### src/include/acp_pkg.sv
// package: register map, fields, encodings and states
package acp_pkg;
    localparam int NCH_DEF = 8;
    localparam int DW_DEF  = 12;
    localparam int AW      = 8;

    // register byte offsets
    localparam logic [AW-1:0] OFF_CTRL    = 8'h00;
    localparam logic [AW-1:0] OFF_NMASK   = 8'h04;
    localparam logic [AW-1:0] OFF_JMASK   = 8'h08;
    localparam logic [AW-1:0] OFF_STAT    = 8'h0C;
    localparam logic [AW-1:0] OFF_PEND    = 8'h10;
    localparam logic [AW-1:0] OFF_EV_STAT = 8'h14;
    localparam logic [AW-1:0] OFF_EV_MASK = 8'h18;
    localparam logic [AW-1:0] OFF_RES     = 8'h40;

    // control register bits
    localparam int CTRL_SCAN   = 0;
    localparam int CTRL_NORMAL_CHAIN_RUNNING = 1;
    localparam int CTRL_INJECTED_CHAIN_RUNNING = 2;

    // status register bits
    localparam int STAT_NRUN = 0;
    localparam int STAT_JRUN = 1;
    localparam int STAT_CTU  = 2;
    localparam int STAT_ST   = 3;

    // event bits, same layout in status and mask
    localparam int EV_N = 0;
    localparam int EV_J = 1;
    localparam int EV_C = 2;
    localparam int EV_W = 3;

    // result word valid bit
    localparam int RES_VLD = 31;

    // kind of conversion in flight
    localparam logic [1:0] K_NORM = 2'h0;
    localparam logic [1:0] K_INJ  = 2'h1;
    localparam logic [1:0] K_CTU  = 2'h2;

    localparam logic [1:0] RESP_OKAY   = 2'h0;
    localparam logic [1:0] RESP_SLVERR = 2'h2;

    typedef enum logic [2:0] {
        ST_IDLE = 3'h1,
        ST_SAMP = 3'h2,
        ST_CONV = 3'h4
    } acp_state_t;
endpackage

### src/hw/acp_chain.sv
// converter chain scheduler: preemption, restore, end events, axi4-lite registers
//
// Contract
// - injected chain aborts and preempts normal chain
// - trigger unit preempts normal or injected chain
// - aborted channel restored and converted again
// - completion marks result valid, sets pending flag
// - trigger in last sampling: two end events
// - scan, trigger in last conversion: no second
// - one-shot, last conversion abort restarts chain
// - running flag stays while another event follows
//
// Register access over AXI4-Lite and the address map were left to the implementer.
`timescale 1ns/1ps
module acp_chain #(
    parameter int NCH = acp_pkg::NCH_DEF,
    parameter int DW  = acp_pkg::DW_DEF
) (
    // clock and reset
    input  wire logic                   aclk,
    input  wire logic                   aresetn,
    // axi4-lite write
    input  wire logic [acp_pkg::AW-1:0] awaddr,
    input  wire logic                   awvalid,
    output logic                        awready,
    input  wire logic [31:0]            wdata,
    input  wire logic [3:0]             wstrb,
    input  wire logic                   wvalid,
    output logic                        wready,
    output logic [1:0]                  bresp,
    output logic                        bvalid,
    input  wire logic                   bready,
    // axi4-lite read
    input  wire logic [acp_pkg::AW-1:0] araddr,
    input  wire logic                   arvalid,
    output logic                        arready,
    output logic [31:0]                 rdata,
    output logic [1:0]                  rresp,
    output logic                        rvalid,
    input  wire logic                   rready,
    // cross trigger unit pins
    input  wire logic                   ctu_trig,
    input  wire logic [$clog2(NCH)-1:0] ctu_ch,
    // analogue sample and convert stage
    output logic                        conv_start,
    output logic                        conv_abort,
    output logic [$clog2(NCH)-1:0]      conv_ch,
    input  wire logic                   samp_done,
    input  wire logic                   conv_done,
    input  wire logic [DW-1:0]          conv_data,
    // interrupt
    output logic                        irq
);
    localparam int CW = $clog2(NCH);

    // lowest set mask bit at or above from; top bit flags found
    function automatic logic [CW:0] nxt_ch(input logic [NCH-1:0] m, input logic [CW:0] from);
        logic [CW:0] r;
        r = '0;
        for (int i = NCH - 1; i >= 0; i--) begin
            if (m[i] && i >= int'(from)) begin
                r = {1'b1, CW'(i)};
            end
        end
        return r;
    endfunction

    acp_pkg::acp_state_t st_ff;
    logic [1:0]              kind_ff;
    logic [CW-1:0]           ch_ff;
    logic [NCH-1:0]          mask_ff [2];
    logic [CW-1:0]           idx_ff [2];
    logic [1:0]              run_ff;
    logic [1:0]              supp_ff;
    logic                    scan_ff;
    logic                    ctu_pend_ff;
    logic [CW-1:0]           ctu_ch_ff;
    logic                    trig_d_ff;
    logic [DW-1:0]           res_ff [NCH];
    logic [acp_pkg::EV_W-1:0] ev_mask_ff;
    logic                    aw_got_ff;
    logic                    w_got_ff;
    logic [acp_pkg::AW-1:0]  awaddr_ff;
    logic [31:0]             wdata_ff;
    logic [3:0]              wstrb_ff;

    logic [CW:0]             sync_q;
    logic [CW:0]             nx;
    logic [CW:0]             fst [2];
    logic                    k;
    logic                    in_chain;
    logic                    last;
    logic                    busy;
    logic                    done;
    logic                    scan_k;
    logic                    preempt;
    logic                    trig_edge;
    logic [acp_pkg::EV_W-1:0] ev_set;
    logic [acp_pkg::EV_W-1:0] ev_q;
    logic [NCH-1:0]          done_vec;
    logic [NCH-1:0]          pend_q;
    logic [NCH-1:0]          pend_clr;
    logic [NCH-1:0]          vld_q;
    logic [NCH-1:0]          vld_clr;
    logic [31:0]             wm;
    logic [31:0]             wd_m;
    logic                    wr_en;
    logic                    wr_ok;
    logic [1:0]              start_req;
    logic                    res_hit;
    logic [CW-1:0]           rd_idx;
    logic [31:0]             rd_val;
    logic                    rd_ok;
    logic [1:0]              pick_k;
    logic [CW-1:0]           pick_ch;

    // trigger level and channel cross from the pin domain together
    acp_sync #(.W(CW + 1)) u_sync (
        .aclk    (aclk),
        .aresetn (aresetn),
        .d       ({ctu_trig, ctu_ch}),
        .q       (sync_q)
    );

    // scheduler decisions for the channel in flight
    always_comb begin
        k         = kind_ff[0];
        in_chain  = (kind_ff != acp_pkg::K_CTU);
        nx        = nxt_ch(mask_ff[k], {1'b0, idx_ff[k]} + 1'b1);
        last      = !nx[CW];
        busy      = (st_ff != acp_pkg::ST_IDLE);
        done      = (st_ff == acp_pkg::ST_CONV) && conv_done;
        scan_k    = scan_ff && (kind_ff == acp_pkg::K_NORM);
        // trigger unit first, then injected, then normal
        pick_k    = ctu_pend_ff ? acp_pkg::K_CTU : (run_ff[1] ? acp_pkg::K_INJ : acp_pkg::K_NORM);
        pick_ch   = ctu_pend_ff ? ctu_ch_ff : idx_ff[pick_k[0]];
        // a finishing conversion is never thrown away
        preempt   = busy && !done &&
                    ((ctu_pend_ff && in_chain) ||
                     (run_ff[1] && kind_ff == acp_pkg::K_NORM));
        trig_edge = sync_q[CW] && !trig_d_ff;
        done_vec  = '0;
        if (done) begin
            done_vec[ch_ff] = 1'b1;
        end
        for (int c = 0; c < 2; c++) begin
            fst[c] = nxt_ch(mask_ff[c], '0);
        end
    end

    // end events; preempting the last channel while sampling, or in scan mode, raises one early
    always_comb begin
        for (int c = 0; c < 2; c++) begin
            ev_set[c] = in_chain && (k == 1'(c)) && last &&
                        ((preempt && (st_ff == acp_pkg::ST_SAMP || scan_k)) ||
                         (done && !supp_ff[c]));
        end
        ev_set[acp_pkg::EV_C] = done && !in_chain;
    end

    // conversion sequencer
    always_ff @(posedge aclk) begin
        if (!aresetn) begin
            st_ff      <= acp_pkg::ST_IDLE;
            kind_ff    <= acp_pkg::K_NORM;
            ch_ff      <= '0;
            conv_start <= 1'b0;
            conv_abort <= 1'b0;
            conv_ch    <= '0;
        end else begin
            conv_start <= 1'b0;
            conv_abort <= 1'b0;
            case (st_ff)
                acp_pkg::ST_IDLE: begin
                    if (ctu_pend_ff || |run_ff) begin
                        kind_ff    <= pick_k;
                        ch_ff      <= pick_ch;
                        conv_ch    <= pick_ch;
                        conv_start <= 1'b1;
                        st_ff      <= acp_pkg::ST_SAMP;
                    end
                end
                acp_pkg::ST_SAMP: begin
                    if (preempt) begin
                        conv_abort <= 1'b1;
                        st_ff      <= acp_pkg::ST_IDLE;
                    end else if (samp_done) begin
                        st_ff <= acp_pkg::ST_CONV;
                    end
                end
                acp_pkg::ST_CONV: begin
                    if (done) begin
                        st_ff <= acp_pkg::ST_IDLE;
                    end else if (preempt) begin
                        conv_abort <= 1'b1;
                        st_ff      <= acp_pkg::ST_IDLE;
                    end
                end
                default: begin
                    st_ff <= acp_pkg::ST_IDLE;
                end
            endcase
        end
    end

    // chain position; an abort leaves the index alone, so it is restored, except a one-shot last-conversion abort, which goes back to the first channel
    always_ff @(posedge aclk) begin
        if (!aresetn) begin
            run_ff  <= '0;
            supp_ff <= '0;
            idx_ff  <= '{default: '0};
        end else begin
            for (int c = 0; c < 2; c++) begin
                if (start_req[c] && !run_ff[c] && |mask_ff[c]) begin
                    run_ff[c]  <= 1'b1;
                    supp_ff[c] <= 1'b0;
                    idx_ff[c]  <= fst[c][CW-1:0];
                end
            end
            if (in_chain && preempt && last && st_ff == acp_pkg::ST_CONV) begin
                if (scan_k) begin
                    supp_ff[k] <= 1'b1;
                end else begin
                    idx_ff[k] <= fst[k][CW-1:0];
                end
            end
            if (in_chain && done) begin
                if (!last) begin
                    idx_ff[k] <= nx[CW-1:0];
                end else begin
                    supp_ff[k] <= 1'b0;
                    if (scan_k) begin
                        idx_ff[k] <= fst[k][CW-1:0];
                    end else begin
                        run_ff[k] <= 1'b0;
                    end
                end
            end
        end
    end

    // trigger unit request, a new edge beats the clear of the old one
    always_ff @(posedge aclk) begin
        if (!aresetn) begin
            trig_d_ff   <= 1'b0;
            ctu_pend_ff <= 1'b0;
            ctu_ch_ff   <= '0;
        end else begin
            trig_d_ff <= sync_q[CW];
            if (trig_edge) begin
                ctu_pend_ff <= 1'b1;
                ctu_ch_ff   <= sync_q[CW-1:0];
            end else if (done && !in_chain) begin
                ctu_pend_ff <= 1'b0;
            end
        end
    end

    // result words, zero until converted
    always_ff @(posedge aclk) begin
        if (!aresetn) begin
            res_ff <= '{default: '0};
        end else if (done) begin
            res_ff[ch_ff] <= conv_data;
        end
    end

    acp_ev #(.W(NCH)) u_pend (
        .aclk    (aclk),
        .aresetn (aresetn),
        .set     (done_vec),
        .clr     (pend_clr),
        .q       (pend_q)
    );

    acp_ev #(.W(NCH)) u_vld (
        .aclk    (aclk),
        .aresetn (aresetn),
        .set     (done_vec),
        .clr     (vld_clr),
        .q       (vld_q)
    );

    acp_ev #(.W(acp_pkg::EV_W)) u_ev (
        .aclk    (aclk),
        .aresetn (aresetn),
        .set     (ev_set),
        .clr     (wr_en && awaddr_ff == acp_pkg::OFF_EV_STAT ?
                  wd_m[acp_pkg::EV_W-1:0] : '0),
        .q       (ev_q)
    );

    // register write decode
    always_comb begin
        wm        = {{8{wstrb_ff[3]}}, {8{wstrb_ff[2]}}, {8{wstrb_ff[1]}}, {8{wstrb_ff[0]}}};
        wd_m      = wdata_ff & wm;
        wr_en     = aw_got_ff && w_got_ff && !bvalid;
        // writable words are the aligned ones up to the mask, status excepted
        wr_ok     = (awaddr_ff <= acp_pkg::OFF_EV_MASK) && (awaddr_ff[1:0] == 2'h0) &&
                    (awaddr_ff != acp_pkg::OFF_STAT);
        start_req = '0;
        pend_clr  = '0;
        if (wr_en && awaddr_ff == acp_pkg::OFF_CTRL) begin
            start_req = {wd_m[acp_pkg::CTRL_INJECTED_CHAIN_RUNNING], wd_m[acp_pkg::CTRL_NORMAL_CHAIN_RUNNING]};
        end
        if (wr_en && awaddr_ff == acp_pkg::OFF_PEND) begin
            pend_clr = wd_m[NCH-1:0];
        end
    end

    // software settings
    always_ff @(posedge aclk) begin
        if (!aresetn) begin
            scan_ff    <= 1'b0;
            mask_ff    <= '{default: '0};
            ev_mask_ff <= '0;
        end else if (wr_en) begin
            case (awaddr_ff)
                acp_pkg::OFF_CTRL: begin
                    if (wstrb_ff[0]) begin
                        scan_ff <= wdata_ff[acp_pkg::CTRL_SCAN];
                    end
                end
                acp_pkg::OFF_NMASK: begin
                    mask_ff[0] <= (mask_ff[0] & ~wm[NCH-1:0]) | wd_m[NCH-1:0];
                end
                acp_pkg::OFF_JMASK: begin
                    mask_ff[1] <= (mask_ff[1] & ~wm[NCH-1:0]) | wd_m[NCH-1:0];
                end
                acp_pkg::OFF_EV_MASK: begin
                    if (wstrb_ff[0]) begin
                        ev_mask_ff <= wdata_ff[acp_pkg::EV_W-1:0];
                    end
                end
                default: begin
                end
            endcase
        end
    end

    always_ff @(posedge aclk) begin
        if (!aresetn) begin
            irq <= 1'b0;
        end else begin
            irq <= |(ev_q & ev_mask_ff);
        end
    end

    // read decode; a result read consumes its valid bit
    always_comb begin
        res_hit = (araddr[acp_pkg::AW-1:2] >= acp_pkg::OFF_RES[acp_pkg::AW-1:2]) &&
                  (araddr[acp_pkg::AW-1:2] <
                   acp_pkg::OFF_RES[acp_pkg::AW-1:2] + (acp_pkg::AW - 2)'(NCH));
        rd_idx  = CW'(araddr[acp_pkg::AW-1:2] - acp_pkg::OFF_RES[acp_pkg::AW-1:2]);
        rd_val  = '0;
        rd_ok   = 1'b1;
        vld_clr = '0;
        case (araddr)
            acp_pkg::OFF_CTRL:    rd_val[acp_pkg::CTRL_SCAN] = scan_ff;
            acp_pkg::OFF_NMASK:   rd_val[NCH-1:0] = mask_ff[0];
            acp_pkg::OFF_JMASK:   rd_val[NCH-1:0] = mask_ff[1];
            acp_pkg::OFF_STAT: begin
                rd_val[acp_pkg::STAT_NRUN] = run_ff[0];
                rd_val[acp_pkg::STAT_JRUN] = run_ff[1];
                rd_val[acp_pkg::STAT_CTU]  = ctu_pend_ff;
                rd_val[acp_pkg::STAT_ST +: 3] = st_ff;
            end
            acp_pkg::OFF_PEND:    rd_val[NCH-1:0] = pend_q;
            acp_pkg::OFF_EV_STAT: rd_val[acp_pkg::EV_W-1:0] = ev_q;
            acp_pkg::OFF_EV_MASK: rd_val[acp_pkg::EV_W-1:0] = ev_mask_ff;
            default: begin
                if (res_hit && araddr[1:0] == 2'h0) begin
                    rd_val[DW-1:0]          = res_ff[rd_idx];
                    rd_val[acp_pkg::RES_VLD] = vld_q[rd_idx];
                    if (arvalid && arready) begin
                        vld_clr[rd_idx] = 1'b1;
                    end
                end else begin
                    rd_ok = 1'b0;
                end
            end
        endcase
    end

    // axi4-lite write channels, address and data taken in either order
    always_ff @(posedge aclk) begin
        if (!aresetn) begin
            awready   <= 1'b1;
            wready    <= 1'b1;
            bvalid    <= 1'b0;
            bresp     <= acp_pkg::RESP_OKAY;
            aw_got_ff <= 1'b0;
            w_got_ff  <= 1'b0;
            awaddr_ff <= '0;
            wdata_ff  <= '0;
            wstrb_ff  <= '0;
        end else begin
            if (awvalid && awready) begin
                aw_got_ff <= 1'b1;
                awaddr_ff <= awaddr;
                awready   <= 1'b0;
            end
            if (wvalid && wready) begin
                w_got_ff <= 1'b1;
                wdata_ff <= wdata;
                wstrb_ff <= wstrb;
                wready   <= 1'b0;
            end
            if (wr_en) begin
                bvalid    <= 1'b1;
                bresp     <= wr_ok ? acp_pkg::RESP_OKAY : acp_pkg::RESP_SLVERR;
                aw_got_ff <= 1'b0;
                w_got_ff  <= 1'b0;
            end
            if (bvalid && bready) begin
                bvalid  <= 1'b0;
                awready <= 1'b1;
                wready  <= 1'b1;
            end
        end
    end

    // axi4-lite read channels
    always_ff @(posedge aclk) begin
        if (!aresetn) begin
            arready <= 1'b1;
            rvalid  <= 1'b0;
            rdata   <= '0;
            rresp   <= acp_pkg::RESP_OKAY;
        end else if (arvalid && arready) begin
            arready <= 1'b0;
            rvalid  <= 1'b1;
            rdata   <= rd_val;
            rresp   <= rd_ok ? acp_pkg::RESP_OKAY : acp_pkg::RESP_SLVERR;
        end else if (rvalid && rready) begin
            rvalid  <= 1'b0;
            arready <= 1'b1;
        end
    end

    logic          rst_chk_ff;
    logic          rst_k_ff;
    logic [CW-1:0] rst_ch_ff;

    always_ff @(posedge aclk) begin
        if (!aresetn) begin
            rst_chk_ff <= 1'b0;
            rst_k_ff   <= 1'b0;
            rst_ch_ff  <= '0;
        end else if (preempt && in_chain && !(st_ff == acp_pkg::ST_CONV && last && !scan_k)) begin
            rst_chk_ff <= 1'b1;
            rst_k_ff   <= k;
            rst_ch_ff  <= ch_ff;
        end else if (conv_start && kind_ff == {1'b0, rst_k_ff}) begin
            rst_chk_ff <= 1'b0;
        end
    end
endmodule

### src/hw/acp_ev.sv
// sticky flag vector, a set in the same cycle as a clear wins
`timescale 1ns/1ps
module acp_ev #(
    parameter int W = 1
) (
    // clock and reset
    input  wire logic         aclk,
    input  wire logic         aresetn,
    // set and clear
    input  wire logic [W-1:0] set,
    input  wire logic [W-1:0] clr,
    output logic      [W-1:0] q
);
    always_ff @(posedge aclk) begin
        if (!aresetn) begin
            q <= '0;
        end else begin
            q <= set | (q & ~clr);
        end
    end
endmodule

### src/hw/acp_sync.sv
// two-flop synchroniser for pin inputs
`timescale 1ns/1ps
module acp_sync #(
    parameter int W = 1
) (
    // clock and reset
    input  wire logic         aclk,
    input  wire logic         aresetn,
    // data
    input  wire logic [W-1:0] d,
    output logic      [W-1:0] q
);
    logic [W-1:0] meta_ff;

    always_ff @(posedge aclk) begin
        if (!aresetn) begin
            meta_ff <= '0;
            q       <= '0;
        end else begin
            meta_ff <= d;
            q       <= meta_ff;
        end
    end
endmodule

### config.mk
export PLATFORM = sky130hd
export DESIGN_NAME = acp_chain
export DESIGN_NICKNAME = d
export VERILOG_FILES = /design/src/include/acp_pkg.sv /design/src/hw/acp_chain.sv /design/src/hw/acp_ev.sv /design/src/hw/acp_sync.sv
export SDC_FILE = /design/constraint.sdc
export NUM_CORES = 1
export LEC_CHECK = 0
export ABC_AREA = 1
export BUFFER_PORTS_ARGS = -buffer_cell sky130_fd_sc_hd__buf_2
export CORE_UTILIZATION = 55
export CTS_CLUSTER_DIAMETER = 80
export DETAILED_ROUTE_END_ITERATION = 10
export PLACE_DENSITY = 0.76
export SYNTH_ARGS = -nofsm -noshare
export SYNTH_HDL_FRONTEND = slang
export SYNTH_SLANG_ARGS = --single-unit
### constraint.sdc
create_clock -name aclk -period 2.5 [get_ports aclk]
set_clock_uncertainty 0.15 [all_clocks]
set_input_delay 0.375 -clock aclk [delete_from_list [all_inputs] [get_ports aclk]]
set_output_delay 0.375 -clock aclk [all_outputs]
set_load 0.01 [all_outputs]
==> flow_summary.json <==
{
  "final.setup.tns_ps": 0,
  "clk-insertion-delay-late_ps": 500,
  "route.detailed.vias_per_inst": 5.72,
  "cts_inserted_buffers": 23,
  "crit_path_start_kind": "flip-flop",
  "dp_slack_ps": 77.4,
  "dp.final_hpwl_mm": 19.2,
  "vias": 9516,
  "core_area_sq_um": 16800,
  "clk_transition_reported_paths_ps": 60,
  "critPathMaxStageDelay_ps": 390,
  "worst_ep_required_time_ps": 2720,
  "power_density_nw_per_um2": 680,
  "layout.filler_cells": 1495,
  "die_h_microns": 134,
  "path_common_cell": "nor2_1",
  "maxClockFrequency_ghz": 0.432,
  "overflow": 0,
  "cell_area_synth_sq_um": 9580,
  "clockBufferDepth": 3,
  "timing.final.crit_period_ps": 2320,
  "std_cell_rows": 47,
  "routedWlPerCell_microns": 16.7,
  "rr_worst_depth": 17,
  "route.detailed.drc": 0,
  "worstPathMaxFanout": 7,
  "gp_congestion": 0.969,
  "slew_headroom_pct": 49.5,
  "htree_num_levels": 1,
  "syn-instance-count": 1350,
  "fin_ws_ps": 184,
  "n_antenna_cell": 0,
  "multiInputGateArea_sq_um": 4540,
  "maxCapViolations": 0,
  "end_kind": "flip-flop",
  "timing.final.crit_share_pct": 92.6,
  "total_power_w": 0.00749,
  "irDropWorstVdd_mv": 0.484,
  "io_buffers": 75,
  "drtAntennaViolNets": 0,
  "yosysWarningCount": 0,
  "ys_ff_latch": 208,
  "floorplan.die_area_sq_um": 17900,
  "timing.critical_path.arrival_ps": 2530,
  "status": "finished, final reports clean",
  "p_leak_nw": 4.85,
  "crit_chain": "inv_6 > nand2_2 > nand2_2 > ha_1 > nor2_1 > nand3_1 > nand2_1 > nand2_1 > nand2_2 > nor2_8 > nand3_4 > inv_2 > nor2_1 > nand3_1 > nand2_1 > nor2_1 > nor2_1",
  "route.final.wire_length_mm": 27.9,
  "initial_core_util_pct": 56.9,
  "worst-setup-path-type": "reg2reg",
  "drt_first_pass_iters": 5,
  "antenna_found_initial": 0,
  "register_area_sq_um": 4170,
  "worst_pin_slew_ps": 757,
  "report.final.hold_viol_count": 0,
  "synth.yosys.seq_area_share_pct": 43.5,
  "postLayoutCellArea_sq_um": 11000,
  "min_path_cells": 3,
  "grt_start_max_net_pins": 143,
  "first_pass_grt_wire_length_mm": 44.3,
  "nNetsFinal": 1510,
  "hold-worst-slack_ps": 4.89,
  "flow.area_growth_from_synthesis_pct": 14.9,
  "syn_avg_cell_area_sq_um": 7.09,
  "grt_pass1_vias": 8477,
  "grtUsageTotal_pct": 31.1,
  "die-width_microns": 134,
  "drive_above_1_share_pct": 14.0,
  "slowest_cell_on_crit_path": "dfxtp_2",
  "numClockSinks": 208,
  "synth.lib_cells_used.distinct": 49,
  "clk_root_buffer_cell": "clkbuf_16",
  "number_of_i_o_pins": 124,
  "hp-class": "in2reg",
  "final_setup_violation_count": 0,
  "slew_violations": 0,
  "post_dp_cell_area_sq_um": 10100,
  "drt-initial-drc-count": 1169,
  "tritoncts": "done"
}
state kept, by name (all words and copies together), names as in the netlist, 2 cells and up, named ones only:
name            count
res_ff             96
rdata              13
awaddr_ff           8
u_pend.q            8
u_vld.q             8
wdata_ff            8
idx_ff              6
u_sync.meta_ff      4
u_sync.q            4
ch_ff               3
ctu_ch_ff           3
ev_mask_ff          3
st_ff               3
u_ev.q              3
kind_ff             2
run_ff              2
supp_ff             2
metal layers:
metal	GRT usage [%]	wire, microns	vias up
met3	3.63	2600	58
li1	-	-	4584
met4	9.53	686	0
met1	46.6	12600	4364
met2	46.4	12000	510
met5	0	0	-
cell usage after synthesis, drive strengths merged:
cell,number,area [sq um]
nor2,281,1130
dfxtp,208,4160
o21ai,207,1040
nand2,177,724
inv,126,478
a21oi,91,463
nand3,54,320
o22ai,53,332
buf,45,297
clkbuf,45,173
nor3,18,121
nand4,8,56.3
a31oi,6,37.5
o211ai,6,45.0
o31ai,5,37.5
a22oi,3,22.5
a211oi,2,20.0
o21a,2,15.0
o221ai,2,17.5
or2,2,12.5
a21boi,1,7.51
a221oi,1,8.76
a22o,1,8.76
a41oi,1,8.76
and2,1,6.26
conb,1,3.75
ha,1,12.5
nand3b,1,7.51
nor4,1,6.26
cells by family (layout without fill, tap and decap cells):
logic type / after synthesis / after routing / share of synthesized area [%]
compound gates: 381 / 381 / 21.6
flops: 208 / 208 / 43.5
other cells: 1 / 21 / 0.0392
buf+inv: 216 / 291 / 9.89
simple gates: 543 / 543 / 24.9
fa+ha+maj: 1 / 1 / 0.131
path summary, 6_finish.rpt:
kind,from,end,slack (ps)
setup reg to reg,kind_ff[0]$_SDFFE_PN0P_,idx_ff[3]$_SDFF_PN0_,180
setup / recovery,kind_ff[0]$_SDFFE_PN0P_,idx_ff[3]$_SDFF_PN0_,180
hold / removal,awaddr[7],awaddr_ff[7]$_SDFFE_PN0P_,5
hold reg to reg,u_sync.meta_ff[3]$_SDFF_PN0_,u_sync.q[3]$_SDFF_PN0_,260
power breakdown:
part	total (W)	switching (W)	leakage (nW)	internal, W
combinational	0.000717	0.000474	2.81	0.000243
sequential	0.00349	0.0000791	1.69	0.00341
clock	0.00328	0.00131	0.356	0.00197
layout by cell type, fill, tap and decap left out, drive strengths merged, types with 6 or more instances in the layout:
master,n
inv,125
o22ai,53
clkbuf,32
a31oi,6
buf,114
nand2,177
o211ai,6
conb,21
nor3,18
a21oi,91
o21ai,207
dfxtp,208
nand3,54
nor2,281
dlygate4sd3,13
nand4,8
worst max-delay path, delay by kind of cell, from the launching register on:
| family | cells | cell delay, ps |
|---|---|---|
| adder cells (fa/ha/maj) | 1 | 300 |
| buffers and inverters | 2 | 150 |
| AND/OR/NAND/NOR | 14 | 1180 |
| flip-flops | 1 | 390 |
metrics by stage:
stage                     util [%]  std cells
after floorplan                  -       1370
after global placement        60.2       1611
after detailed placement      60.2       1611
after CTS                     65.2       1662
after global routing          65.5       1665
final                         65.5       1665
repair_timing:
| item | in CTS | in global routing |
|---|---|---|
| resized for setup | 0 | 3 |
| hold endpoints to repair | 14 | 0 |
| hold buffers | 13 | 0 |
| setup endpoints to repair | 0 | 9 |
| setup buffers | 0 | 3 |
cell type report:
type	instances	area share [%]
multi-input combinational	946	41.3
sequential	208	37.8
timing repair buffer	127	7.50
clock buffer	32	5.81
inverter	126	4.38
tap	220	2.50
clock inverter	6	0.727
Power figures use the tool's default switching activity.
